--- config.mk ---
export PLATFORM = sky130hd
export DESIGN_NAME = hsar_top
export DESIGN_NICKNAME = d
export VERILOG_FILES = /design/src/hsar_pkg.sv /design/src/hsar_top.sv
export VERILOG_INCLUDE_DIRS = /design/src
export SDC_FILE = /design/constraint.sdc
export NUM_CORES = 1
export LEC_CHECK = 0
export BUFFER_PORTS_ARGS = -buffer_cell sky130_fd_sc_hd__buf_2
export CORE_MARGIN = 3
export CORE_UTILIZATION = 58
export CTS_CLUSTER_SIZE = 24
export DETAILED_ROUTE_END_ITERATION = 7
export PLACE_DENSITY = 0.78
export SETUP_SLACK_MARGIN = 0.02
export SLEW_MARGIN = 20
export SYNTH_ARGS = -nofsm -noshare
export SYNTH_HDL_FRONTEND = slang
export SYNTH_SLANG_ARGS = --single-unit
--- constraint.sdc ---
create_clock -name i_clk -period 8.25 [get_ports i_clk]
set_input_delay 1.2375 -clock i_clk [delete_from_list [all_inputs] [get_ports i_clk]]
set_output_delay 1.2375 -clock i_clk [all_outputs]
set_load 0.01 [all_outputs]
--- src/hsar_regs.svh ---
`ifndef HSAR_REGS_SVH
`define HSAR_REGS_SVH

// byte address = {bank, index} * 4
`define HSAR_IDX_LSB 2
`define HSAR_IDX_MSB 9
`define HSAR_BANK_LSB 10
`define HSAR_BANK_MSB 12

`define HSAR_BANK_CFG 3'h0
`define HSAR_BANK_ALARM 3'h4
`define HSAR_BANK_VALUE 3'h5
`define HSAR_BANK_TEMP 3'h7

`define HSAR_IDX_MON_CTRL 8'h5D
`define HSAR_IDX_INT_STATUS 8'h50
`define HSAR_IDX_INT_MASK 8'h51
`define HSAR_IDX_ALARM_CTRL 8'h53
`define HSAR_IDX_SYS_OFFSET 8'h54
`define HSAR_IDX_PROC_OFFSET 8'h55
`define HSAR_IDX_STATUS_ONE 8'h59
`define HSAR_IDX_STATUS_TWO 8'h5A
`define HSAR_IDX_STATUS_THREE 8'h5B
`define HSAR_IDX_STANDBY_READ 8'h50
`define HSAR_IDX_BATTERY_READ 8'h51
`define HSAR_IDX_STANDBY_HIGH 8'h54
`define HSAR_IDX_STANDBY_LOW 8'h55
`define HSAR_IDX_BATTERY_HIGH 8'h56
`define HSAR_IDX_BATTERY_LOW 8'h57
`define HSAR_IDX_SYS_TEMP 8'h50
`define HSAR_IDX_PROC_TEMP 8'h51

`define HSAR_BIT_USER_ALARM 5
`define HSAR_BIT_BATTERY_ALARM 1
`define HSAR_BIT_STANDBY_ALARM 0
`define HSAR_BIT_BATTERY_MON 0
`define HSAR_BIT_BATTERY_INT 1
`define HSAR_BIT_STANDBY_INT 0

`define HSAR_RST_ALARM_CTRL 8'h00
`define HSAR_RST_OFFSET 8'h00
`define HSAR_RST_INT_MASK 8'h13
`define HSAR_RST_HIGH_LIMIT 8'hFF
`define HSAR_RST_LOW_LIMIT 8'h00
`define HSAR_RST_READING 8'h00

`define HSAR_CLK_HZ 10000000
`define HSAR_CRUISE_TIME_S 180
`define HSAR_CRUISE_CYCLES (`HSAR_CRUISE_TIME_S * `HSAR_CLK_HZ)

`define HSAR_RESP_OKAY 2'h0
`define HSAR_RESP_SLVERR 2'h2

`endif

--- src/hsar_pkg.sv ---
package hsar_pkg;

  // level conditions from the monitor core, same clock
  typedef struct packed {
    logic proc_fan_over;
    logic sys_fan_over;
    logic proc_temp_over;
    logic proc_temp_below_hyst;
    logic sys_temp_over;
    logic sys_temp_below_hyst;
    logic main_rail_out;
    logic analog_rail_out;
    logic gen_input0_out;
    logic core_rail_out;
    logic gen_input1_out;
    logic gen_input2_out;
  } hsar_mon_flags_t;

  // per-fan automatic cruise conditions, index 1 = processor, 0 = system
  typedef struct packed {
    logic [1:0] cruise_mode;
    logic [1:0] above_target;
    logic [1:0] full_speed;
  } hsar_cruise_t;

  typedef struct packed {
    logic [7:0] sys_temp;
    logic [7:0] proc_temp;
    logic [7:0] standby;
    logic [7:0] battery;
  } hsar_meas_t;

  typedef enum logic [1:0] {
    HSAR_BAT_OFF = 2'b00,
    HSAR_BAT_PARTIAL = 2'b01,
    HSAR_BAT_LIVE = 2'b10
  } hsar_bat_state_t;

endpackage

--- src/hsar_top.sv ---
// Contract
// - user alarm bit 5 drives the beep output; cleared at reset.
// - battery alarm enable bit 1 sounds beep on battery limit excursion.
// - standby alarm enable bit 0 sounds beep on standby limit excursion.
// - system temperature reads measured value plus offset at 54h.
// - processor temperature reads measured value plus offset at 55h.
// - status one bits 7,6 show fan count over limit.
// - status one bits 5,4 set on over-temp, clear below hysteresis.
// - status one bits 3..0 show main, analog, input0, core rail faults.
// - status two bits 7,6 warn after three minutes hot at full cruise.
// - status two bit 4 shows a latched chassis intrusion.
// - status two bit 0 shows general input 1 out of range.
// - status three bit 5 shows general input 2 out of range.
// - status three bits 1,0 show battery and standby out of range.
// - value bank holds readings 50h,51h and limits 54h to 57h.
// - battery reading updates only after one full cycle following enable.
// - interrupt status bits 1,0 latch battery and standby excursions.
// - mask bits stop matching status bits raising the management interrupt.
//
// Decided for this implementation: the AXI4-Lite register port.
`timescale 1ns/1ns
`include "hsar_regs.svh"

module hsar_top
  import hsar_pkg::*;
#(
  parameter logic [31:0] CRUISE_CYCLES = 32'(`HSAR_CRUISE_CYCLES)
) (
  input wire logic i_clk,
  input wire logic i_arst_n,
  input wire logic [12:0] s_axi_awaddr,
  input wire logic s_axi_awvalid,
  output logic s_axi_awready,
  input wire logic [31:0] s_axi_wdata,
  input wire logic [3:0] s_axi_wstrb,
  input wire logic s_axi_wvalid,
  output logic s_axi_wready,
  output logic [1:0] s_axi_bresp,
  output logic s_axi_bvalid,
  input wire logic s_axi_bready,
  input wire logic [12:0] s_axi_araddr,
  input wire logic s_axi_arvalid,
  output logic s_axi_arready,
  output logic [31:0] s_axi_rdata,
  output logic [1:0] s_axi_rresp,
  output logic s_axi_rvalid,
  input wire logic s_axi_rready,
  input wire hsar_mon_flags_t i_mon_flags,
  input wire hsar_cruise_t i_cruise,
  input wire hsar_meas_t i_meas,
  input wire logic i_cycle_done,
  input wire logic i_case_open,
  output logic o_beep,
  output logic o_smi,
  output logic [7:0] o_sys_temp,
  output logic [7:0] o_proc_temp
);

  // reset release
  logic [1:0] rst_sync_ff;
  logic rst_n;
  always_ff @(posedge i_clk or negedge i_arst_n) begin
    if (!i_arst_n) begin
      rst_sync_ff <= 2'h0;
    end else begin
      rst_sync_ff <= {rst_sync_ff[0], 1'b1};
    end
  end
  assign rst_n = rst_sync_ff[1];

  // software registers
  logic [7:0] alarm_ctrl_ff;
  logic [7:0] sys_offset_ff;
  logic [7:0] proc_offset_ff;
  logic [7:0] int_mask_ff;
  logic [7:0] int_status_ff;
  logic [7:0] mon_ctrl_ff;
  logic [7:0] standby_high_ff;
  logic [7:0] standby_low_ff;
  logic [7:0] battery_high_ff;
  logic [7:0] battery_low_ff;
  logic [7:0] standby_read_ff;
  logic [7:0] battery_read_ff;
  logic [7:0] status_one_ff;
  logic [7:0] status_two_ff;
  logic [7:0] status_three_ff;
  logic [7:0] sys_temp_ff;
  logic [7:0] proc_temp_ff;

  // bus handshake state
  logic awready_ff;
  logic wready_ff;
  logic bvalid_ff;
  logic [1:0] bresp_ff;
  logic arready_ff;
  logic rvalid_ff;
  logic [1:0] rresp_ff;
  logic [31:0] rdata_ff;

  wire wr_take = s_axi_awvalid && s_axi_wvalid && !awready_ff && !bvalid_ff;
  wire wr_fire = awready_ff;
  wire rd_take = s_axi_arvalid && !arready_ff && !rvalid_ff;
  wire rd_fire = arready_ff;

  // write decode, address held by master until awready
  wire [2:0] wr_bank = s_axi_awaddr[`HSAR_BANK_MSB:`HSAR_BANK_LSB];
  wire [7:0] wr_idx = s_axi_awaddr[`HSAR_IDX_MSB:`HSAR_IDX_LSB];
  wire wr_lane = wr_fire && s_axi_wstrb[0];
  wire [7:0] wr_byte = s_axi_wdata[7:0];
  wire wr_bank_alarm = wr_bank == `HSAR_BANK_ALARM;
  wire wr_bank_value = wr_bank == `HSAR_BANK_VALUE;
  wire wr_alarm_ctrl = wr_bank_alarm && wr_idx == `HSAR_IDX_ALARM_CTRL;
  wire wr_sys_offset = wr_bank_alarm && wr_idx == `HSAR_IDX_SYS_OFFSET;
  wire wr_proc_offset = wr_bank_alarm && wr_idx == `HSAR_IDX_PROC_OFFSET;
  wire wr_int_mask = wr_bank_alarm && wr_idx == `HSAR_IDX_INT_MASK;
  wire wr_mon_ctrl = wr_bank == `HSAR_BANK_CFG && wr_idx == `HSAR_IDX_MON_CTRL;
  wire wr_sb_high = wr_bank_value && wr_idx == `HSAR_IDX_STANDBY_HIGH;
  wire wr_sb_low = wr_bank_value && wr_idx == `HSAR_IDX_STANDBY_LOW;
  wire wr_bat_high = wr_bank_value && wr_idx == `HSAR_IDX_BATTERY_HIGH;
  wire wr_bat_low = wr_bank_value && wr_idx == `HSAR_IDX_BATTERY_LOW;
  // read-only registers accept the write silently
  // writes ignored
  wire wr_ro = wr_bank_alarm && (wr_idx == `HSAR_IDX_INT_STATUS
    || wr_idx == `HSAR_IDX_STATUS_ONE || wr_idx == `HSAR_IDX_STATUS_TWO
    || wr_idx == `HSAR_IDX_STATUS_THREE)
    || wr_bank_value && (wr_idx == `HSAR_IDX_STANDBY_READ
    || wr_idx == `HSAR_IDX_BATTERY_READ)
    || wr_bank == `HSAR_BANK_TEMP && (wr_idx == `HSAR_IDX_SYS_TEMP
    || wr_idx == `HSAR_IDX_PROC_TEMP);
  wire wr_hit = wr_alarm_ctrl || wr_sys_offset || wr_proc_offset || wr_int_mask
    || wr_mon_ctrl || wr_sb_high || wr_sb_low || wr_bat_high || wr_bat_low || wr_ro;

  // read decode
  wire [2:0] rd_bank = s_axi_araddr[`HSAR_BANK_MSB:`HSAR_BANK_LSB];
  wire [7:0] rd_idx = s_axi_araddr[`HSAR_IDX_MSB:`HSAR_IDX_LSB];
  wire rd_bank_alarm = rd_bank == `HSAR_BANK_ALARM;
  wire rd_bank_value = rd_bank == `HSAR_BANK_VALUE;
  wire rd_bank_temp = rd_bank == `HSAR_BANK_TEMP;
  wire rd_alarm_ctrl = rd_bank_alarm && rd_idx == `HSAR_IDX_ALARM_CTRL;
  wire rd_sys_offset = rd_bank_alarm && rd_idx == `HSAR_IDX_SYS_OFFSET;
  wire rd_proc_offset = rd_bank_alarm && rd_idx == `HSAR_IDX_PROC_OFFSET;
  wire rd_int_mask = rd_bank_alarm && rd_idx == `HSAR_IDX_INT_MASK;
  wire rd_int_status = rd_bank_alarm && rd_idx == `HSAR_IDX_INT_STATUS;
  wire rd_status_one = rd_bank_alarm && rd_idx == `HSAR_IDX_STATUS_ONE;
  wire rd_status_two = rd_bank_alarm && rd_idx == `HSAR_IDX_STATUS_TWO;
  wire rd_status_three = rd_bank_alarm && rd_idx == `HSAR_IDX_STATUS_THREE;
  wire rd_mon_ctrl = rd_bank == `HSAR_BANK_CFG && rd_idx == `HSAR_IDX_MON_CTRL;
  wire rd_sb_read = rd_bank_value && rd_idx == `HSAR_IDX_STANDBY_READ;
  wire rd_bat_read = rd_bank_value && rd_idx == `HSAR_IDX_BATTERY_READ;
  wire rd_sb_high = rd_bank_value && rd_idx == `HSAR_IDX_STANDBY_HIGH;
  wire rd_sb_low = rd_bank_value && rd_idx == `HSAR_IDX_STANDBY_LOW;
  wire rd_bat_high = rd_bank_value && rd_idx == `HSAR_IDX_BATTERY_HIGH;
  wire rd_bat_low = rd_bank_value && rd_idx == `HSAR_IDX_BATTERY_LOW;
  wire rd_sys_temp = rd_bank_temp && rd_idx == `HSAR_IDX_SYS_TEMP;
  wire rd_proc_temp = rd_bank_temp && rd_idx == `HSAR_IDX_PROC_TEMP;
  wire rd_hit = rd_alarm_ctrl || rd_sys_offset || rd_proc_offset || rd_int_mask
    || rd_int_status || rd_status_one || rd_status_two || rd_status_three
    || rd_mon_ctrl || rd_sb_read || rd_bat_read || rd_sb_high || rd_sb_low
    || rd_bat_high || rd_bat_low || rd_sys_temp || rd_proc_temp;

  wire [7:0] rd_byte =
    rd_alarm_ctrl ? alarm_ctrl_ff :
    rd_sys_offset ? sys_offset_ff :
    rd_proc_offset ? proc_offset_ff :
    rd_int_mask ? int_mask_ff :
    rd_int_status ? int_status_ff :
    rd_status_one ? status_one_ff :
    rd_status_two ? status_two_ff :
    rd_status_three ? status_three_ff :
    rd_mon_ctrl ? mon_ctrl_ff :
    rd_sb_read ? standby_read_ff :
    rd_bat_read ? battery_read_ff :
    rd_sb_high ? standby_high_ff :
    rd_sb_low ? standby_low_ff :
    rd_bat_high ? battery_high_ff :
    rd_bat_low ? battery_low_ff :
    rd_sys_temp ? sys_temp_ff :
    rd_proc_temp ? proc_temp_ff : 8'h00;

  // write channel: both address and data must be present before taking
  always_ff @(posedge i_clk or negedge rst_n) begin
    if (!rst_n) begin
      awready_ff <= 1'b0;
      wready_ff <= 1'b0;
      bvalid_ff <= 1'b0;
      bresp_ff <= `HSAR_RESP_OKAY;
    end else begin
      awready_ff <= wr_take;
      wready_ff <= wr_take;
      if (wr_fire) begin
        bvalid_ff <= 1'b1;
        bresp_ff <= wr_hit ? `HSAR_RESP_OKAY : `HSAR_RESP_SLVERR;
      end else if (bvalid_ff && s_axi_bready) begin
        bvalid_ff <= 1'b0;
      end
    end
  end

  always_ff @(posedge i_clk or negedge rst_n) begin
    if (!rst_n) begin
      arready_ff <= 1'b0;
      rvalid_ff <= 1'b0;
      rresp_ff <= `HSAR_RESP_OKAY;
      rdata_ff <= 32'h0000_0000;
    end else begin
      arready_ff <= rd_take;
      if (rd_fire) begin
        rvalid_ff <= 1'b1;
        rresp_ff <= rd_hit ? `HSAR_RESP_OKAY : `HSAR_RESP_SLVERR;
        rdata_ff <= {24'h00_0000, rd_byte};
      end else if (rvalid_ff && s_axi_rready) begin
        rvalid_ff <= 1'b0;
      end
    end
  end

  // control registers
  always_ff @(posedge i_clk or negedge rst_n) begin
    if (!rst_n) begin
      alarm_ctrl_ff <= `HSAR_RST_ALARM_CTRL;
      sys_offset_ff <= `HSAR_RST_OFFSET;
      proc_offset_ff <= `HSAR_RST_OFFSET;
      int_mask_ff <= `HSAR_RST_INT_MASK;
      mon_ctrl_ff <= 8'h00;
      standby_high_ff <= `HSAR_RST_HIGH_LIMIT;
      standby_low_ff <= `HSAR_RST_LOW_LIMIT;
      battery_high_ff <= `HSAR_RST_HIGH_LIMIT;
      battery_low_ff <= `HSAR_RST_LOW_LIMIT;
    end else if (wr_lane) begin
      if (wr_alarm_ctrl) alarm_ctrl_ff <= wr_byte;
      if (wr_sys_offset) sys_offset_ff <= wr_byte;
      if (wr_proc_offset) proc_offset_ff <= wr_byte;
      if (wr_int_mask) int_mask_ff <= wr_byte;
      if (wr_mon_ctrl) mon_ctrl_ff <= wr_byte;
      if (wr_sb_high) standby_high_ff <= wr_byte;
      if (wr_sb_low) standby_low_ff <= wr_byte;
      if (wr_bat_high) battery_high_ff <= wr_byte;
      if (wr_bat_low) battery_low_ff <= wr_byte;
    end
  end

  wire [7:0] nxt_sys_temp = 8'(i_meas.sys_temp + sys_offset_ff);
  wire [7:0] nxt_proc_temp = 8'(i_meas.proc_temp + proc_offset_ff);

  // standby reading follows the monitor's cycle boundary; temperature readings update every clock
  always_ff @(posedge i_clk or negedge rst_n) begin
    if (!rst_n) begin
      sys_temp_ff <= `HSAR_RST_READING;
      proc_temp_ff <= `HSAR_RST_READING;
      standby_read_ff <= `HSAR_RST_READING;
    end else begin
      sys_temp_ff <= nxt_sys_temp;
      proc_temp_ff <= nxt_proc_temp;
      if (i_cycle_done) standby_read_ff <= i_meas.standby;
    end
  end

  // battery: a cycle already running when enabled is partial, so skip it
  hsar_bat_state_t bat_state_ff;
  hsar_bat_state_t nxt_bat_state;
  wire bat_enable = mon_ctrl_ff[`HSAR_BIT_BATTERY_MON];
  always_comb begin
    nxt_bat_state = bat_state_ff;
    unique case (bat_state_ff)
      HSAR_BAT_OFF: begin
        if (bat_enable) nxt_bat_state = HSAR_BAT_PARTIAL;
      end
      HSAR_BAT_PARTIAL: begin
        if (!bat_enable) nxt_bat_state = HSAR_BAT_OFF;
        else if (i_cycle_done) nxt_bat_state = HSAR_BAT_LIVE;
      end
      HSAR_BAT_LIVE: begin
        if (!bat_enable) nxt_bat_state = HSAR_BAT_OFF;
      end
      default: nxt_bat_state = HSAR_BAT_OFF;
    endcase
  end

  always_ff @(posedge i_clk or negedge rst_n) begin
    if (!rst_n) begin
      bat_state_ff <= HSAR_BAT_OFF;
      battery_read_ff <= `HSAR_RST_READING;
    end else begin
      bat_state_ff <= nxt_bat_state;
      if (bat_state_ff == HSAR_BAT_LIVE && i_cycle_done) battery_read_ff <= i_meas.battery;
    end
  end

  // limit comparisons; battery only trusted while its monitor is live
  // rail excursions
  wire standby_out = standby_read_ff > standby_high_ff || standby_read_ff < standby_low_ff;
  wire battery_out = bat_state_ff == HSAR_BAT_LIVE
    && (battery_read_ff > battery_high_ff || battery_read_ff < battery_low_ff);

  // chassis intrusion pin: three stages, change counted when 2nd and 3rd agree
  logic [2:0] case_sync_ff;
  logic case_level_ff;
  logic case_latch_ff;
  always_ff @(posedge i_clk or negedge rst_n) begin
    if (!rst_n) begin
      case_sync_ff <= 3'h0;
      case_level_ff <= 1'b0;
      case_latch_ff <= 1'b0;
    end else begin
      case_sync_ff <= {case_sync_ff[1:0], i_case_open};
      if (case_sync_ff[1] == case_sync_ff[2]) case_level_ff <= case_sync_ff[2];
      if (case_level_ff) case_latch_ff <= 1'b1;
    end
  end

  // cruise warning timers; long count kept as a parameter for simulation
  logic [1:0] cruise_warn;
  genvar g;
  generate
    for (g = 0; g < 2; g++) begin : g_cruise
      logic [31:0] hot_cnt_ff;
      logic warn_ff;
      wire hot = i_cruise.cruise_mode[g] && i_cruise.above_target[g]
        && i_cruise.full_speed[g];
      always_ff @(posedge i_clk or negedge rst_n) begin
        if (!rst_n) begin
          hot_cnt_ff <= 32'h0000_0000;
          warn_ff <= 1'b0;
        end else if (!hot) begin
          hot_cnt_ff <= 32'h0000_0000;
          warn_ff <= 1'b0;
        end else if (hot_cnt_ff >= CRUISE_CYCLES - 32'h0000_0001) begin
          warn_ff <= 1'b1;
        end else begin
          hot_cnt_ff <= hot_cnt_ff + 32'h0000_0001;
        end
      end
      assign cruise_warn[g] = warn_ff;
    end
  endgenerate

  // temperature flags with hysteresis
  logic proc_temp_flag_ff;
  logic sys_temp_flag_ff;
  always_ff @(posedge i_clk or negedge rst_n) begin
    if (!rst_n) begin
      proc_temp_flag_ff <= 1'b0;
      sys_temp_flag_ff <= 1'b0;
    end else begin
      if (i_mon_flags.proc_temp_over) proc_temp_flag_ff <= 1'b1;
      else if (i_mon_flags.proc_temp_below_hyst) proc_temp_flag_ff <= 1'b0;
      if (i_mon_flags.sys_temp_over) sys_temp_flag_ff <= 1'b1;
      else if (i_mon_flags.sys_temp_below_hyst) sys_temp_flag_ff <= 1'b0;
    end
  end

  wire [7:0] nxt_status_one = {i_mon_flags.proc_fan_over, i_mon_flags.sys_fan_over,
    proc_temp_flag_ff, sys_temp_flag_ff, i_mon_flags.main_rail_out,
    i_mon_flags.analog_rail_out, i_mon_flags.gen_input0_out, i_mon_flags.core_rail_out};
  wire [7:0] nxt_status_two = {cruise_warn[1], cruise_warn[0], 1'b0, case_latch_ff,
    3'h0, i_mon_flags.gen_input1_out};
  wire [7:0] nxt_status_three = {2'h0, i_mon_flags.gen_input2_out, 3'h0,
    battery_out, standby_out};

  // interrupt status: read clears, a new excursion in that cycle wins
  wire int_rd_clear = rd_fire && rd_int_status;
  wire [1:0] int_events = {battery_out, standby_out};
  wire [7:0] nxt_int_status = {6'h00,
    int_events | (int_rd_clear ? 2'h0 : int_status_ff[1:0])};

  wire nxt_smi = |(int_status_ff[1:0] & ~int_mask_ff[1:0]);
  // beep is OR of the user bit and the enabled battery and standby alarms
  wire nxt_beep = alarm_ctrl_ff[`HSAR_BIT_USER_ALARM]
    || (alarm_ctrl_ff[`HSAR_BIT_BATTERY_ALARM] && battery_out)
    || (alarm_ctrl_ff[`HSAR_BIT_STANDBY_ALARM] && standby_out);

  always_ff @(posedge i_clk or negedge rst_n) begin
    if (!rst_n) begin
      status_one_ff <= 8'h00;
      status_two_ff <= 8'h00;
      status_three_ff <= 8'h00;
      int_status_ff <= 8'h00;
      o_beep <= 1'b0;
      o_smi <= 1'b0;
    end else begin
      status_one_ff <= nxt_status_one;
      status_two_ff <= nxt_status_two;
      status_three_ff <= nxt_status_three;
      int_status_ff <= nxt_int_status;
      o_beep <= nxt_beep;
      o_smi <= nxt_smi;
    end
  end

  assign o_sys_temp = sys_temp_ff;
  assign o_proc_temp = proc_temp_ff;
  assign s_axi_awready = awready_ff;
  assign s_axi_wready = wready_ff;
  assign s_axi_bvalid = bvalid_ff;
  assign s_axi_bresp = bresp_ff;
  assign s_axi_arready = arready_ff;
  assign s_axi_rvalid = rvalid_ff;
  assign s_axi_rresp = rresp_ff;
  assign s_axi_rdata = rdata_ff;

endmodule

# ---- After elaboration in Yosys (flattened, before gate mapping)
# Cells that the tools add are included.
dict set report totals {
  register_bits 216
  input_bits 121
  output_inout_bits 59
  elab_cells 232
}
dict set report classes {
  n_addsub 4
  magnitude_cmp 6
  eq_ne 38
  n_mux 41
  bitwise 3
  n_reduce_logical 103
}
# op n
set ops {}
lappend ops {{8-bit by 7-bit equality test with 1-bit output, second input constant} 22}
lappend ops {{8-bit 2-to-1 mux} 17}
lappend ops {{32-bit 2-to-1 mux} 4}
lappend ops {{32-bit by 1-bit adder with 32-bit output, second input constant} 2}
lappend ops {{32-bit by 31-bit greater-or-equal comparator with 1-bit output, second input constant} 2}
lappend ops {{1-bit logical AND} 46}
lappend ops {{1-bit logical OR} 35}
lappend ops {{3-bit equality test, second input constant} 6}
lappend ops {{2-bit AND reduction} 9}
lappend ops {{8-bit adder} 2}
lappend ops {{8-bit greater-than comparator} 2}
lappend ops {{8-bit less-than comparator} 2}
lappend ops {{2-bit 2-to-1 mux} 7}
lappend ops {{1-bit 2-to-1 mux} 12}
lappend ops {{2-bit != test, second input constant} 4}
lappend ops {{2-bit nonzero test} 4}
lappend ops {{3-bit logical NOT} 2}
lappend ops {{2-bit case mux with 3 select lines} 1}
lappend ops {{1-bit logical NOT} 4}
lappend ops {{2-bit by 1-bit != test with 1-bit output, second input constant} 2}
lappend ops {{3-bit != test, second input constant} 1}
lappend ops {{3-bit AND reduction} 1}
lappend ops {{2-bit bitwise AND} 1}
lappend ops {{2-bit by 1-bit equality test with 1-bit output, second input constant} 1}
lappend ops {{other kinds (6)} 6}

# ---- Logic depth before layout (Yosys ltp)
# Gate-level depths: netlist (run 1).
dict set report logic_depth {
  ltp_word 19
  depth_mapped 9
  ltp_nobuf 9
}

# ---- Worst setup path before layout (run 1)
# Ideal clock, no wire load.
dict set report synth_timing {
  path_type {input port to flip-flop}
  startpoint {input s_axi_araddr[10]}
  endpoint {register rdata_ff[0] (netlist: s_axi_rdata[0])}
  setup_time_ns 0.137
  arrival_ns 2.867
  required_ns 8.113
  slack_ns 5.246
  stages 8
  path_buffers 2
  path_cell_list {clkbuf_1 nor4bb_1 clkbuf_1 a21boi_0 nor3b_1 a21oi_1 o221ai_1 a22oi_1}
}
dict set report synth_between {
  elab_chain_cells 19
  word_cells_on_any_way 38
  classes_between {eq/ne: 3; mux: 17; reduce/logical: 18}
}
# element line_no
set synth_rtl {}
lappend synth_rtl {{from (decl)} hsar_top.sv:41} ;# input wire logic [12:0] s_axi_araddr,
lappend synth_rtl {{3-bit equality test (no line)} --}
lappend synth_rtl {{1-bit logical AND (no line)} --}
lappend synth_rtl {{8-bit 2-to-1 mux} hsar_top.sv:178} ;# rd_proc_temp ? proc_temp_ff : 8'h00;
lappend synth_rtl {{8-bit 2-to-1 mux} hsar_top.sv:177} ;# rd_sys_temp ? sys_temp_ff :
lappend synth_rtl {{8-bit 2-to-1 mux} hsar_top.sv:176} ;# rd_bat_low ? battery_low_ff :
lappend synth_rtl {{8-bit 2-to-1 mux} hsar_top.sv:175} ;# rd_bat_high ? battery_high_ff :
lappend synth_rtl {{8-bit 2-to-1 mux} hsar_top.sv:174} ;# rd_sb_low ? standby_low_ff :
lappend synth_rtl {{8-bit 2-to-1 mux} hsar_top.sv:173} ;# rd_sb_high ? standby_high_ff :
lappend synth_rtl {{(+3 left out)} --}
lappend synth_rtl {{8-bit 2-to-1 mux} hsar_top.sv:169} ;# rd_status_three ? status_three_ff :
lappend synth_rtl {{8-bit 2-to-1 mux} hsar_top.sv:168} ;# rd_status_two ? status_two_ff :
lappend synth_rtl {{8-bit 2-to-1 mux} hsar_top.sv:167} ;# rd_status_one ? status_one_ff :
lappend synth_rtl {{8-bit 2-to-1 mux} hsar_top.sv:166} ;# rd_int_status ? int_status_ff :
lappend synth_rtl {{8-bit 2-to-1 mux} hsar_top.sv:165} ;# rd_int_mask ? int_mask_ff :
lappend synth_rtl {{8-bit 2-to-1 mux} hsar_top.sv:164} ;# rd_proc_offset ? proc_offset_ff :
lappend synth_rtl {{8-bit 2-to-1 mux} hsar_top.sv:163} ;# rd_sys_offset ? sys_offset_ff :
lappend synth_rtl {{8-bit 2-to-1 mux *} hsar_top.sv:162} ;# rd_alarm_ctrl ? alarm_ctrl_ff :
lappend synth_rtl {{to (signal assigned)} hsar_top.sv:210} ;# rdata_ff <= {24'h00_0000, rd_byte};
lappend synth_rtl {{to (decl)} hsar_top.sv:98} ;# logic [31:0] rdata_ff;
# Every way passes the cells marked *; elsewhere a longest branch is shown, timed or not.
# A chain may end at the register's enable or synchronous reset.

# ---- Worst setup path in the final report (run 1)
dict set report layout_timing {
  startpoint {input s_axi_araddr[2]}
  endpoint {register rdata_ff[1] (netlist: s_axi_rdata[1])}
}
dict set report layout_between {
  elab_chain_cells 19
  word_cells_on_any_way 45
  classes_between {eq/ne: 11; mux: 17; reduce/logical: 17}
}
# element line_no
set layout_rtl {}
lappend layout_rtl {{8-bit by 7-bit equality test with 1-bit output (no line)} --}
lappend layout_rtl {{1-bit logical AND (no line)} --}
lappend layout_rtl {{8-bit 2-to-1 mux} hsar_top.sv:178}
lappend layout_rtl {{8-bit 2-to-1 mux} hsar_top.sv:177}
lappend layout_rtl {{8-bit 2-to-1 mux} hsar_top.sv:176}
lappend layout_rtl {{8-bit 2-to-1 mux} hsar_top.sv:175}
lappend layout_rtl {{8-bit 2-to-1 mux} hsar_top.sv:174}
lappend layout_rtl {{8-bit 2-to-1 mux} hsar_top.sv:173}
lappend layout_rtl {{(+3 left out)} --}
lappend layout_rtl {{8-bit 2-to-1 mux} hsar_top.sv:169}
lappend layout_rtl {{8-bit 2-to-1 mux} hsar_top.sv:168}
lappend layout_rtl {{8-bit 2-to-1 mux} hsar_top.sv:167}
lappend layout_rtl {{8-bit 2-to-1 mux} hsar_top.sv:166}
lappend layout_rtl {{8-bit 2-to-1 mux} hsar_top.sv:165}
lappend layout_rtl {{8-bit 2-to-1 mux} hsar_top.sv:164}
lappend layout_rtl {{8-bit 2-to-1 mux} hsar_top.sv:163}
lappend layout_rtl {{8-bit 2-to-1 mux *} hsar_top.sv:162}
# Marks and branches as above.

==> flow_summary.yaml, run 1 <==
status:
  status: "complete, no violations"
job:
  cap_violations: 0
place:
  port_buffers: 122
  placed_cell_area_mm2: 0.01278
  gp_congestion: 0.9811
  dp_slack_ns: 4.486
  dpl.hpwl_mm: 24.67
sta:
  worst_slack_ns: 4.907
  slew_headroom_pct: 34.88
  rsz0062_at_grt: "no"
  fin_setup_tns_ns: 0
  min_period_over_period_pct: 40.52
  tightest_slew_ns: 0.9768
  fin_skew_ns: 0.01049
  hold_viol: 0
  setup_viol: 0
  fmax_mhz: 299.1
  slew_viol_final: 0
  period_needed_ns: 3.343
route:
  dr.pass1.iters: 7
  post_drt_wl_per_cell_um: 21.24
  ant_nets: 0
  drc_errors: 0
  via_per_inst: 6.251
  vias: 10100
  drt_iter0_drc: 775
  wl_mm: 34.32
setup_path:
  worst-path-max-fanout: 49
  worstPathCellList: "buf_2, buf_4, nor2b_1, nand2_1, o311ai_0, a31oi_1, a211oi_1, o41ai_1"
  reg2reg_to: "g_cruise[0].hot_cnt_ff[6]"
  crit_required_ns: 8.63
  endpoint_kind: "flip-flop"
  reg2reg_setup_slack_ns: 5.51
  worst_setup_path_start_kind: "input pin"
  crit_type: "in -> reg"
  critPathSlowestCell: "nor2b_1"
  max_stage_delay_ns: 0.58
  rr_startpoint: "g_cruise[0].hot_cnt_ff[26]"
  rr_worst_depth: 7
  worstPathArrival_ns: 3.72
  cp.depth: 8
  endpoint: "s_axi_rdata[1]"
  path_buf_inv: 2
  startpoint: "s_axi_araddr[2]"
  path_delay_family: "compound AO/OA/AOI/OAI gates"
cts:
  postCtsHoldBufs: 0
  clkSlewWorstSetupHoldPaths_ns: 0.06
  cts_tree: "yes"
  clk_path_buf_depth: 3
  cts_setup_buffers: 0
  cts_root_buffer: "clkbuf_16"
  cts_buffers: 23
  h-tree-depth: 1
  insertion_delay_ns: 0.52
  cts_sinks: 214
  cts_resized: 0
final_layout:
  syn_to_final_growth_pct: 13.49
  stdcell_area_mm2: 0.01362
  nets: 1503
  antennaDiodeCount: 0
  drive_gt1_share_pct: 22.35
die:
  core.rowCount: 51
  coreArea_mm2: 0.01991
  initial_utilization_pct: 60.26
  die_x_um: 149.8
  die_h_um: 149.8
  die-area_mm2: 0.02245
  pin_count: 180
synthesis:
  netlist.area_leader.share_pct: 40.67
  yosysTopAreaCell: "dfrtp_1"
  yosys-top-cells-area: "dfrtp_1, mux2_2, ha_1, dfstp_2, nand2_1"
  ys.warnings.count: 0
  synth_flop_cell: "dfrtp_1"
  avgSynthCellArea_um2: 9.842
  syn_area_mm2: 0.01200
  synth-seq-cells: 214
  synth.distinct_cells: 77
  ys_async_sr_fraction_pct: 100.0
  synth_edf_count: 0
  postSynthCellCount: 1219
  seq_area_frac_synth_pct: 44.83
power_and_ir_drop:
  ir_drop_v: 0.0001735
  leakage_uw: 0.006125
  p_per_area_mw_per_mm2: 178.6
global_route:
  overflow: 0
  grt_first_pass_wirelength_mm: 53.61
  antenna_found_initial: 0
  grt_max_degree: 83
  grtUsageTotal_pct: 30.36
  grt_pass1_vias: 9970
min_path:
  hp-class: "reg -> async"
-- per-layer routing --
metal	vias up	GRT usage, %	part of all wire [%]
li1	4614	-	-
met1	4988	38.92	39
met2	423	52.53	50
met3	76	5.118	6.9
met4	0	10.02	3.7
met5	-	0	0
-- synth_stat cells (all sizes together), types with 13 or more instances --
library cell / count
dfrtp: 195
nand2: 100
nor2: 98
mux2: 83
nand3: 57
inv: 56
o21ai: 53
a21oi: 51
ha: 46
clkbuf: 45
xor2: 33
nand4: 30
buf: 29
nor3: 25
and3: 22
xnor2: 21
dfstp: 19
nand2b: 14
nor2b: 14
o211ai: 14
mux2i: 13
-- cell usage in the layout (no fill, tap or decap), types with 16 or more instances in the layout --
| cell type | n |
|---|---|
| buf_4 | 16 |
| clkbuf_16 | 23 |
| dfstp_2 | 19 |
| o21ai_0 | 53 |
| nand3_1 | 57 |
| mux2_2 | 83 |
| dfrtp_1 | 194 |
| xor2_1 | 33 |
| nand4_1 | 30 |
| a21oi_1 | 51 |
| inv_1 | 56 |
| buf_2 | 122 |
| nor3_1 | 24 |
| nand2_1 | 100 |
| conb_1 | 27 |
| xnor2_1 | 21 |
| and3_1 | 22 |
| ha_1 | 46 |
| nor2_1 | 97 |
-- area by class of cell --
type | count | area, um^2
multi-input cells | 898 | 6120
well taps | 265 | 331.6
clock inverters | 11 | 161.4
clock buffers | 31 | 645.6
inverters | 58 | 217.7
repair buffers | 139 | 758.2
flip-flops and latches | 214 | 5383
fillers | 1602 | 6292
-- power breakdown --
group	internal (uW)	switching [uW]
logic	80.5	142
registers	1080	32.9
clock network	674	423
-- state kept, by name (all words and copies together), names as in the netlist, 2 cells and up --
register / count
o_proc_temp: 8
battery_read_ff: 8
s_axi_rdata: 8
standby_high_ff: 8
sys_offset_ff: 8
g_cruise.hot_cnt_ff: 64
standby_read_ff: 8
o_sys_temp: 8
status_two_ff: 4
bat_state_ff: 2
rst_sync_ff: 2
proc_offset_ff: 8
int_status_ff: 2
mon_ctrl_ff: 8
battery_high_ff: 8
case_sync_ff: 3
alarm_ctrl_ff: 8
g_cruise.warn_ff: 2
status_three_ff: 3
standby_low_ff: 8
battery_low_ff: 8
status_one_ff: 8
int_mask_ff: 8
-- logic make-up (layout without fill, tap and decap cells) --
family          count (synthesis)  after routing  share of synthesized area [%]
simple gates                  434            434                          18.73
compound gates                237            237                          13.27
flops                         214            214                          44.83
buf+inv                       132            239                          4.995
mux                            96             96                          8.875
xor+xnor                       54             54                          3.942
fa+ha+maj                      50             50                          5.298
other cells                     2             27                        0.06260
-- how the worst min path moves through the flow --
| stage | from | to | slack, ns |
|---|---|---|---|
| 4_1_cts | case_sync_ff[0] | case_sync_ff[1] | 0.36 |
| 3_5_place_dp | rst_sync_ff[0] | rst_sync_ff[1] | 0.34 |
| 3_3_place_gp | case_sync_ff[0] | case_sync_ff[1] | 0.33 |
| 5_1_grt | rst_sync_ff[1] | g_cruise[0].hot_cnt_ff[16] | 0.29 |
| 2_1_floorplan | case_sync_ff[0] | case_sync_ff[1] | 0.33 |
| 6_report | rst_sync_ff[1] | sys_offset_ff[6] | 0.25 |
-- stage by stage --
stage	hold slack, ns	utilization [%]	std cells	power, uW
floorplan	0.3312	-	1244	1252
global placement	0.3338	64.20	1573	1342
detailed placement	0.3396	64.20	1573	1346
CTS	0.3633	68.26	1615	2446
global route	0.2866	68.39	1616	2513
finish	0.2524	68.39	1616	2432
No activity file was read; power rests on OpenSTA's default activity.
==> run 2, diff against run 1 <==
--- a/config.mk
+++ b/config.mk
@@ -8,10 +8,10 @@
 export LEC_CHECK = 0
 export BUFFER_PORTS_ARGS = -buffer_cell sky130_fd_sc_hd__buf_2
 export CORE_MARGIN = 3
-export CORE_UTILIZATION = 58
+export CORE_UTILIZATION = 52
 export CTS_CLUSTER_SIZE = 24
 export DETAILED_ROUTE_END_ITERATION = 7
-export PLACE_DENSITY = 0.78
+export PLACE_DENSITY = 0.74
 export SETUP_SLACK_MARGIN = 0.02
 export SLEW_MARGIN = 20
 export SYNTH_ARGS = -nofsm -noshare
==> constraint.sdc (replaced) <==
create_clock -name i_clk -period 2.98 [get_ports i_clk]
set_input_delay 0.447 -clock i_clk [delete_from_list [all_inputs] [get_ports i_clk]]
set_output_delay 0.447 -clock i_clk [all_outputs]
set_load 0.01 [all_outputs]
==> run 2 against run 1 <==
Against the previous run: wire length up 0.31%; setup slack lost 4.5 ns; clock skew increased by 0.00075 ns; combinational power rose to 2.8 times the previous value; worst hold slack got worse by 0.23 ns; critical endpoint is now o_beep; largest power group unchanged.
==> flow_summary.yaml, run 2 (same netlist as run 1, synthesis figures left out) <==
final_layout:
  drive_gt1_share_pct: 23.24
  largest_reg_flops: 64
  final_common_cell: "dfrtp_1"
  nets: 1532
  antennaDiodeCount: 0
  finalNonFillerCells: 1661
  syn_to_final_growth_pct: 15.15
  layout_common_cells: "dfrtp_1, buf_2, nand2_1"
  regMostFlops: "g_cruise.hot_cnt_ff"
setup_path:
  crit_required_ns: 3.39
  reg2reg_setup_slack_ns: 0.41
  worst-path-max-fanout: 3
  rr_startpoint: "standby_high_ff[7]"
  worst_setup_path_start_kind: "flip-flop"
  endpoint_kind: "flip-flop"
  worstPathArrival_ns: 2.99
  rr_worst_depth: 7
  crit_type: "reg -> reg"
  startpoint: "standby_high_ff[7]"
die:
  die-area_mm2: 0.02493
  core.rowCount: 54
  pin_count: 180
  die_x_um: 157.9
  coreArea_mm2: 0.02223
  die_h_um: 157.9
  initial_utilization_pct: 53.97
route:
  dr.pass1.iters: 5
  via_per_inst: 6.057
  drt_iter0_drc: 786
  drc_errors: 0
  ant_nets: 0
  post_drt_wl_per_cell_um: 20.72
  vias: 10060
  wl_mm: 34.42
place:
  placed_cells: 1613
  dpl.hpwl_mm: 25.80
  dp_slack_ns: 0.3872
  port_buffers: 122
  gp_congestion: 1.011
sta:
  hold_viol: 0
  period_needed_ns: 2.572
  min_period_over_period_pct: 86.31
  slew_headroom_pct: 45.74
  slew_viol_final: 0
  rsz0062_at_grt: "no"
  fmax_mhz: 388.8
  worst_slack_ns: 0.4081
  setup_viol: 0
  fin_setup_tns_ns: 0
  fin_hold_ws_ns: 0.02616
  tightest_slew_ns: 0.8026
  fin_skew_ns: 0.01123
cts:
  clk_path_buf_depth: 3
  cts_sinks: 214
  cts_tree: "yes"
  clkSlewWorstSetupHoldPaths_ns: 0.06
  h-tree-depth: 1
  cts_root_buffer: "clkbuf_16"
  insertion_delay_ns: 0.54
  cts_buffers: 24
min_path:
  hold_start: "i_mon_flags[1]"
  whs_path_depth: 1
  hp-class: "in -> reg"
global_route:
  grt_pass1_vias: 9732
  grt_first_pass_wirelength_mm: 52.88
  antenna_found_initial: 0
  grtUsageTotal_pct: 27.19
  overflow: 0
  grt_max_degree: 57
power_and_ir_drop:
  leakage_uw: 0.006230
  ir_drop_v: 0.0004362
  p_per_area_mw_per_mm2: 470.7
job:
  cap_violations: 0
status:
  status: "complete, no violations"
run 2: cell count changes in the layout (fill, tap and decap cells not counted), moves of 2 or more:
cell / previous run / this run
buf_12: 0 / 3
buf_4: 16 / 38
bufinv_16: 4 / 0
clkbuf_1: 4 / 11
clkinv_2: 5 / 3
dlygate4sd3_1: 0 / 4
run 2: critical path, stage by stage, from the launching register on:
cell      delay [ns]
dfstp_2         0.53
inv_1           0.09
ha_1            0.34
a21oi_1         0.21
nand2_1         0.09
o311ai_0        0.39
o211ai_1        0.36
a221o_1         0.45
run 2: final timing paths:
kind	endpoint
hold / removal	status_two_ff[0]
setup / recovery	o_beep
max in group asynchronous	g_cruise[1].hot_cnt_ff[15]
setup reg to reg	o_beep
min in group asynchronous	rst_sync_ff[1]
hold reg to reg	case_sync_ff[1]
run 2: through the flow:
stage	area (um^2)	utilization [%]	power (uW)
finish	13820	62.15	6503
global route	13820	62.15	6769
CTS	13820	62.15	6569
detailed placement	13030	58.60	3745
global placement	13030	58.60	3736
floorplan	12100	-	3466
run 2: layout make-up:
class | count | area (um^2)
clock inverter | 5 | 52.55
sequential | 214 | 5383
fill | 1912 | 8413
clock buffer | 39 | 696.9
multi-input combinational | 898 | 6120
inverter | 58 | 217.7
tap | 280 | 350.3
timing repair buffer | 167 | 996.0
run 2: repair_timing:
action | CTS | global route
endpoints found under the hold margin | 5 | 0
gates resized for setup | 0 | 0
hold buffers | 4 | 0
setup buffers | 0 | 0
run 2: routing by layer:
layer,up-vias,wire length (um),track usage (%)
met5,-,0,0
met4,0,1549,10.00
met3,97,2255,4.046
met2,392,16570,45.88
met1,4904,14050,35.77
li1,4667,-,-
run 2: power by group:
part	total [uW]	switching (uW)	internal (uW)	leakage (uW)
Combinational	628	389	239	0.00313
Clock	2790	1190	1610	0.000361
Sequential	3080	94.2	2990	0.00274
==> run 3, diff against run 2 <==
--- a/config.mk
+++ b/config.mk
@@ -6,6 +6,7 @@
 export SDC_FILE = /design/constraint.sdc
 export NUM_CORES = 1
 export LEC_CHECK = 0
+export ABC_AREA = 1
 export BUFFER_PORTS_ARGS = -buffer_cell sky130_fd_sc_hd__buf_2
 export CORE_MARGIN = 3
 export CORE_UTILIZATION = 52
==> run 3 against run 2 <==
Against the previous run: sequential cell count unchanged; via count up 6.7%; critical endpoint unchanged; highest routed layer unchanged; global-route usage up 0.31 points; die area up 0.36%.
==> flow_summary.yaml, run 3 <==
sta:
  slew_viol_final: 0
  fin_skew_ns: 0.01415
  slew_headroom_pct: 50.83
  fin_setup_tns_ns: 0
  min_period_over_period_pct: 83.29
  tightest_slew_ns: 0.7309
  setup_viol: 0
  period_needed_ns: 2.482
  fmax_mhz: 402.9
  rsz0062_at_grt: "no"
  hold_viol: 0
  worst_slack_ns: 0.4979
setup_path:
  critPathSlowestCell: "dfstp_2"
  worst_setup_path_start_kind: "flip-flop"
  crit_required_ns: 3.33
  crit_type: "reg -> reg"
  worstPathArrival_ns: 2.83
  path_buf_inv: 2
  max_stage_delay_ns: 0.56
  worst-path-max-fanout: 3
  path_delay_family: "compound AO/OA/AOI/OAI gates"
  worstPathCellList: "inv_1, ha_1, inv_1, nor2_1, o21a_1, o21a_1, o21ai_0, a21oi_1, o32ai_1, nand2_1, a21oi_1, o21ai_0"
  endpoint_kind: "flip-flop"
route:
  vias: 10730
  via_per_inst: 5.522
  dr.pass1.iters: 5
  ant_nets: 0
  wl_mm: 34.44
  drc_errors: 0
  drt_iter0_drc: 772
  post_drt_wl_per_cell_um: 17.72
power_and_ir_drop:
  p_int_uw: 4850
  p_per_area_mw_per_mm2: 472.4
  p_switching_uw: 1633
  leakage_uw: 0.006186
  power_frac_clock_pct: 44.6
  swShare_pct: 25.19
  ir_drop_v: 0.0004233
  seqPwrFrac_pct: 47.4
  p_comb_share_pct: 8.0
place:
  gp_congestion: 0.9593
  placed_cells: 1898
  dp_slack_ns: 0.3667
  placed_cell_area_mm2: 0.01294
  port_buffers: 122
  dpl.hpwl_mm: 26.21
final_layout:
  antennaDiodeCount: 0
  drive_gt1_share_pct: 16.34
  finalNonFillerCells: 1943
  layout_common_cells: "nand2_1, dfrtp_1, inv_1"
  nets: 1809
  syn_to_final_growth_pct: 13.94
  final_common_cell: "nand2_1"
  largest_reg_flops: 64
  regMostFlops: "g_cruise.hot_cnt_ff"
  stdcell_area_mm2: 0.01372
die:
  die_h_um: 158.2
  initial_utilization_pct: 53.03
  coreArea_mm2: 0.02271
  die-area_mm2: 0.02502
  die_x_um: 158.2
  pin_count: 180
  core.rowCount: 55
cts:
  h-tree-depth: 1
  clk_path_buf_depth: 3
  clkSlewWorstSetupHoldPaths_ns: 0.06
  insertion_delay_ns: 0.52
  cts_buffers: 24
  cts_tree: "yes"
  cts_root_buffer: "clkbuf_16"
  cts_sinks: 214
  cts_setup_buffers: 0
  cts_resized: 0
  postCtsHoldBufs: 1
global_route:
  antenna_found_initial: 0
  grt_first_pass_wirelength_mm: 54.12
  grt_max_degree: 86
  grt_pass1_vias: 10420
  grtUsageTotal_pct: 27.50
  overflow: 0
synthesis:
  synthAdderAreaFrac_pct: 5.195
  avgSynthCellArea_um2: 8.013
  synth_top_family_by_area: "simple AND/OR/NAND/NOR gates"
  synth_compound_gate_area_share_pct: 14.04
  syn_area_mm2: 0.01204
  synth_flop_cell: "dfrtp_1"
  ys_async_sr_fraction_pct: 100.0
  yosysTopAreaCell: "dfrtp_1"
  synthMostInstantiatedCell: "nand2_1"
  synth_simple_gate_area_share_pct: 24.54
  muxShareOfSynthArea_pct: 0.7481
  postSynthCellCount: 1503
  synth_common_cells: "nand2_1, dfrtp_1, inv_1"
  synth-seq-cells: 214
  ys.warnings.count: 0
  synth_xor_area_share_pct: 1.527
  netlist.area_leader.share_pct: 40.52
  seq_area_frac_synth_pct: 44.66
  yosys-top-cells-area: "dfrtp_1, nand2_1, inv_1, o21ai_0, ha_1"
  synth.distinct_cells: 62
  synth_edf_count: 0
status:
  status: "complete, no violations"
min_path:
  hp-class: "in -> reg"
job:
  cap_violations: 0
[run 3: per-layer routing]
layer  routed length, um  GRT usage, %  up-vias
li1                    -             -     5252
met1               14360         36.10     5041
met2               16330         45.64      348
met3                2224         4.538       88
met4                1521         11.02        0
met5                   0             0        -
[run 3: kinds of logic (layout without fill, tap and decap cells)]
family	after synthesis	after routing
compound gates	299	299
xor+xnor	21	21
fa+ha+maj	49	49
buf+inv	267	397
flops	214	214
mux	8	8
other cells	2	27
simple gates	643	643
[run 3: layout make-up]
class	instances	area, um^2
clock buffer	32	671.9
clock inverter	12	102.6
fill	2079	8987
inverter	216	810.8
multi-input combinational	1047	5647
sequential	214	5383
tap	285	356.6
timing repair buffer	137	750.7
[run 3: metrics by stage]
step | util, % | power [uW] | hold WS [ns]
floorplan | - | 3395 | 0.1514
global placement | 56.97 | 3625 | 0.2330
detailed placement | 56.97 | 3638 | 0.2338
CTS | 60.42 | 6540 | 0.006536
global route | 60.42 | 6734 | 0.008118
finish | 60.42 | 6483 | 0.03130
[run 3: power groups by stage]
| stage | Clock (uW) | Combinational [uW] | Sequential [uW] |
|---|---|---|---|
| floorplan | 0 | 248 | 3150 |
| global placement | 0 | 504 | 3120 |
| detailed placement | 0 | 514 | 3120 |
| CTS | 2950 | 518 | 3070 |
| global route | 3070 | 583 | 3080 |
| finish | 2890 | 516 | 3070 |
[run 3: final timing paths]
| check | startpoint | end | slack, ns | cells past startpoint |
|---|---|---|---|---|
| worst max-delay path | standby_high_ff[1] | o_beep | 0.50 | 12 |
| worst min-delay path | i_mon_flags[0] | status_three_ff[5] | 0.03 | 1 |
| worst max register to register | standby_high_ff[1] | o_beep | 0.50 | 12 |
| worst min register to register | rst_sync_ff[1] | sys_offset_ff[1] | 0.34 | 0 |
| max in group asynchronous | rst_sync_ff[1] | int_mask_ff[0] | 1.75 | 1 |
| min in group asynchronous | i_arst_n | rst_sync_ff[1] | 0.23 | 2 |
[run 3: worst reg2reg max path: stages, from the launching register on]
cell	delay (ns)
dfstp_2	0.56
inv_1	0.05
ha_1	0.29
inv_1	0.06
nor2_1	0.04
o21a_1	0.16
o21a_1	0.15
o21ai_0	0.14
a21oi_1	0.08
o32ai_1	0.21
nand2_1	0.21
a21oi_1	0.17
o21ai_0	0.19
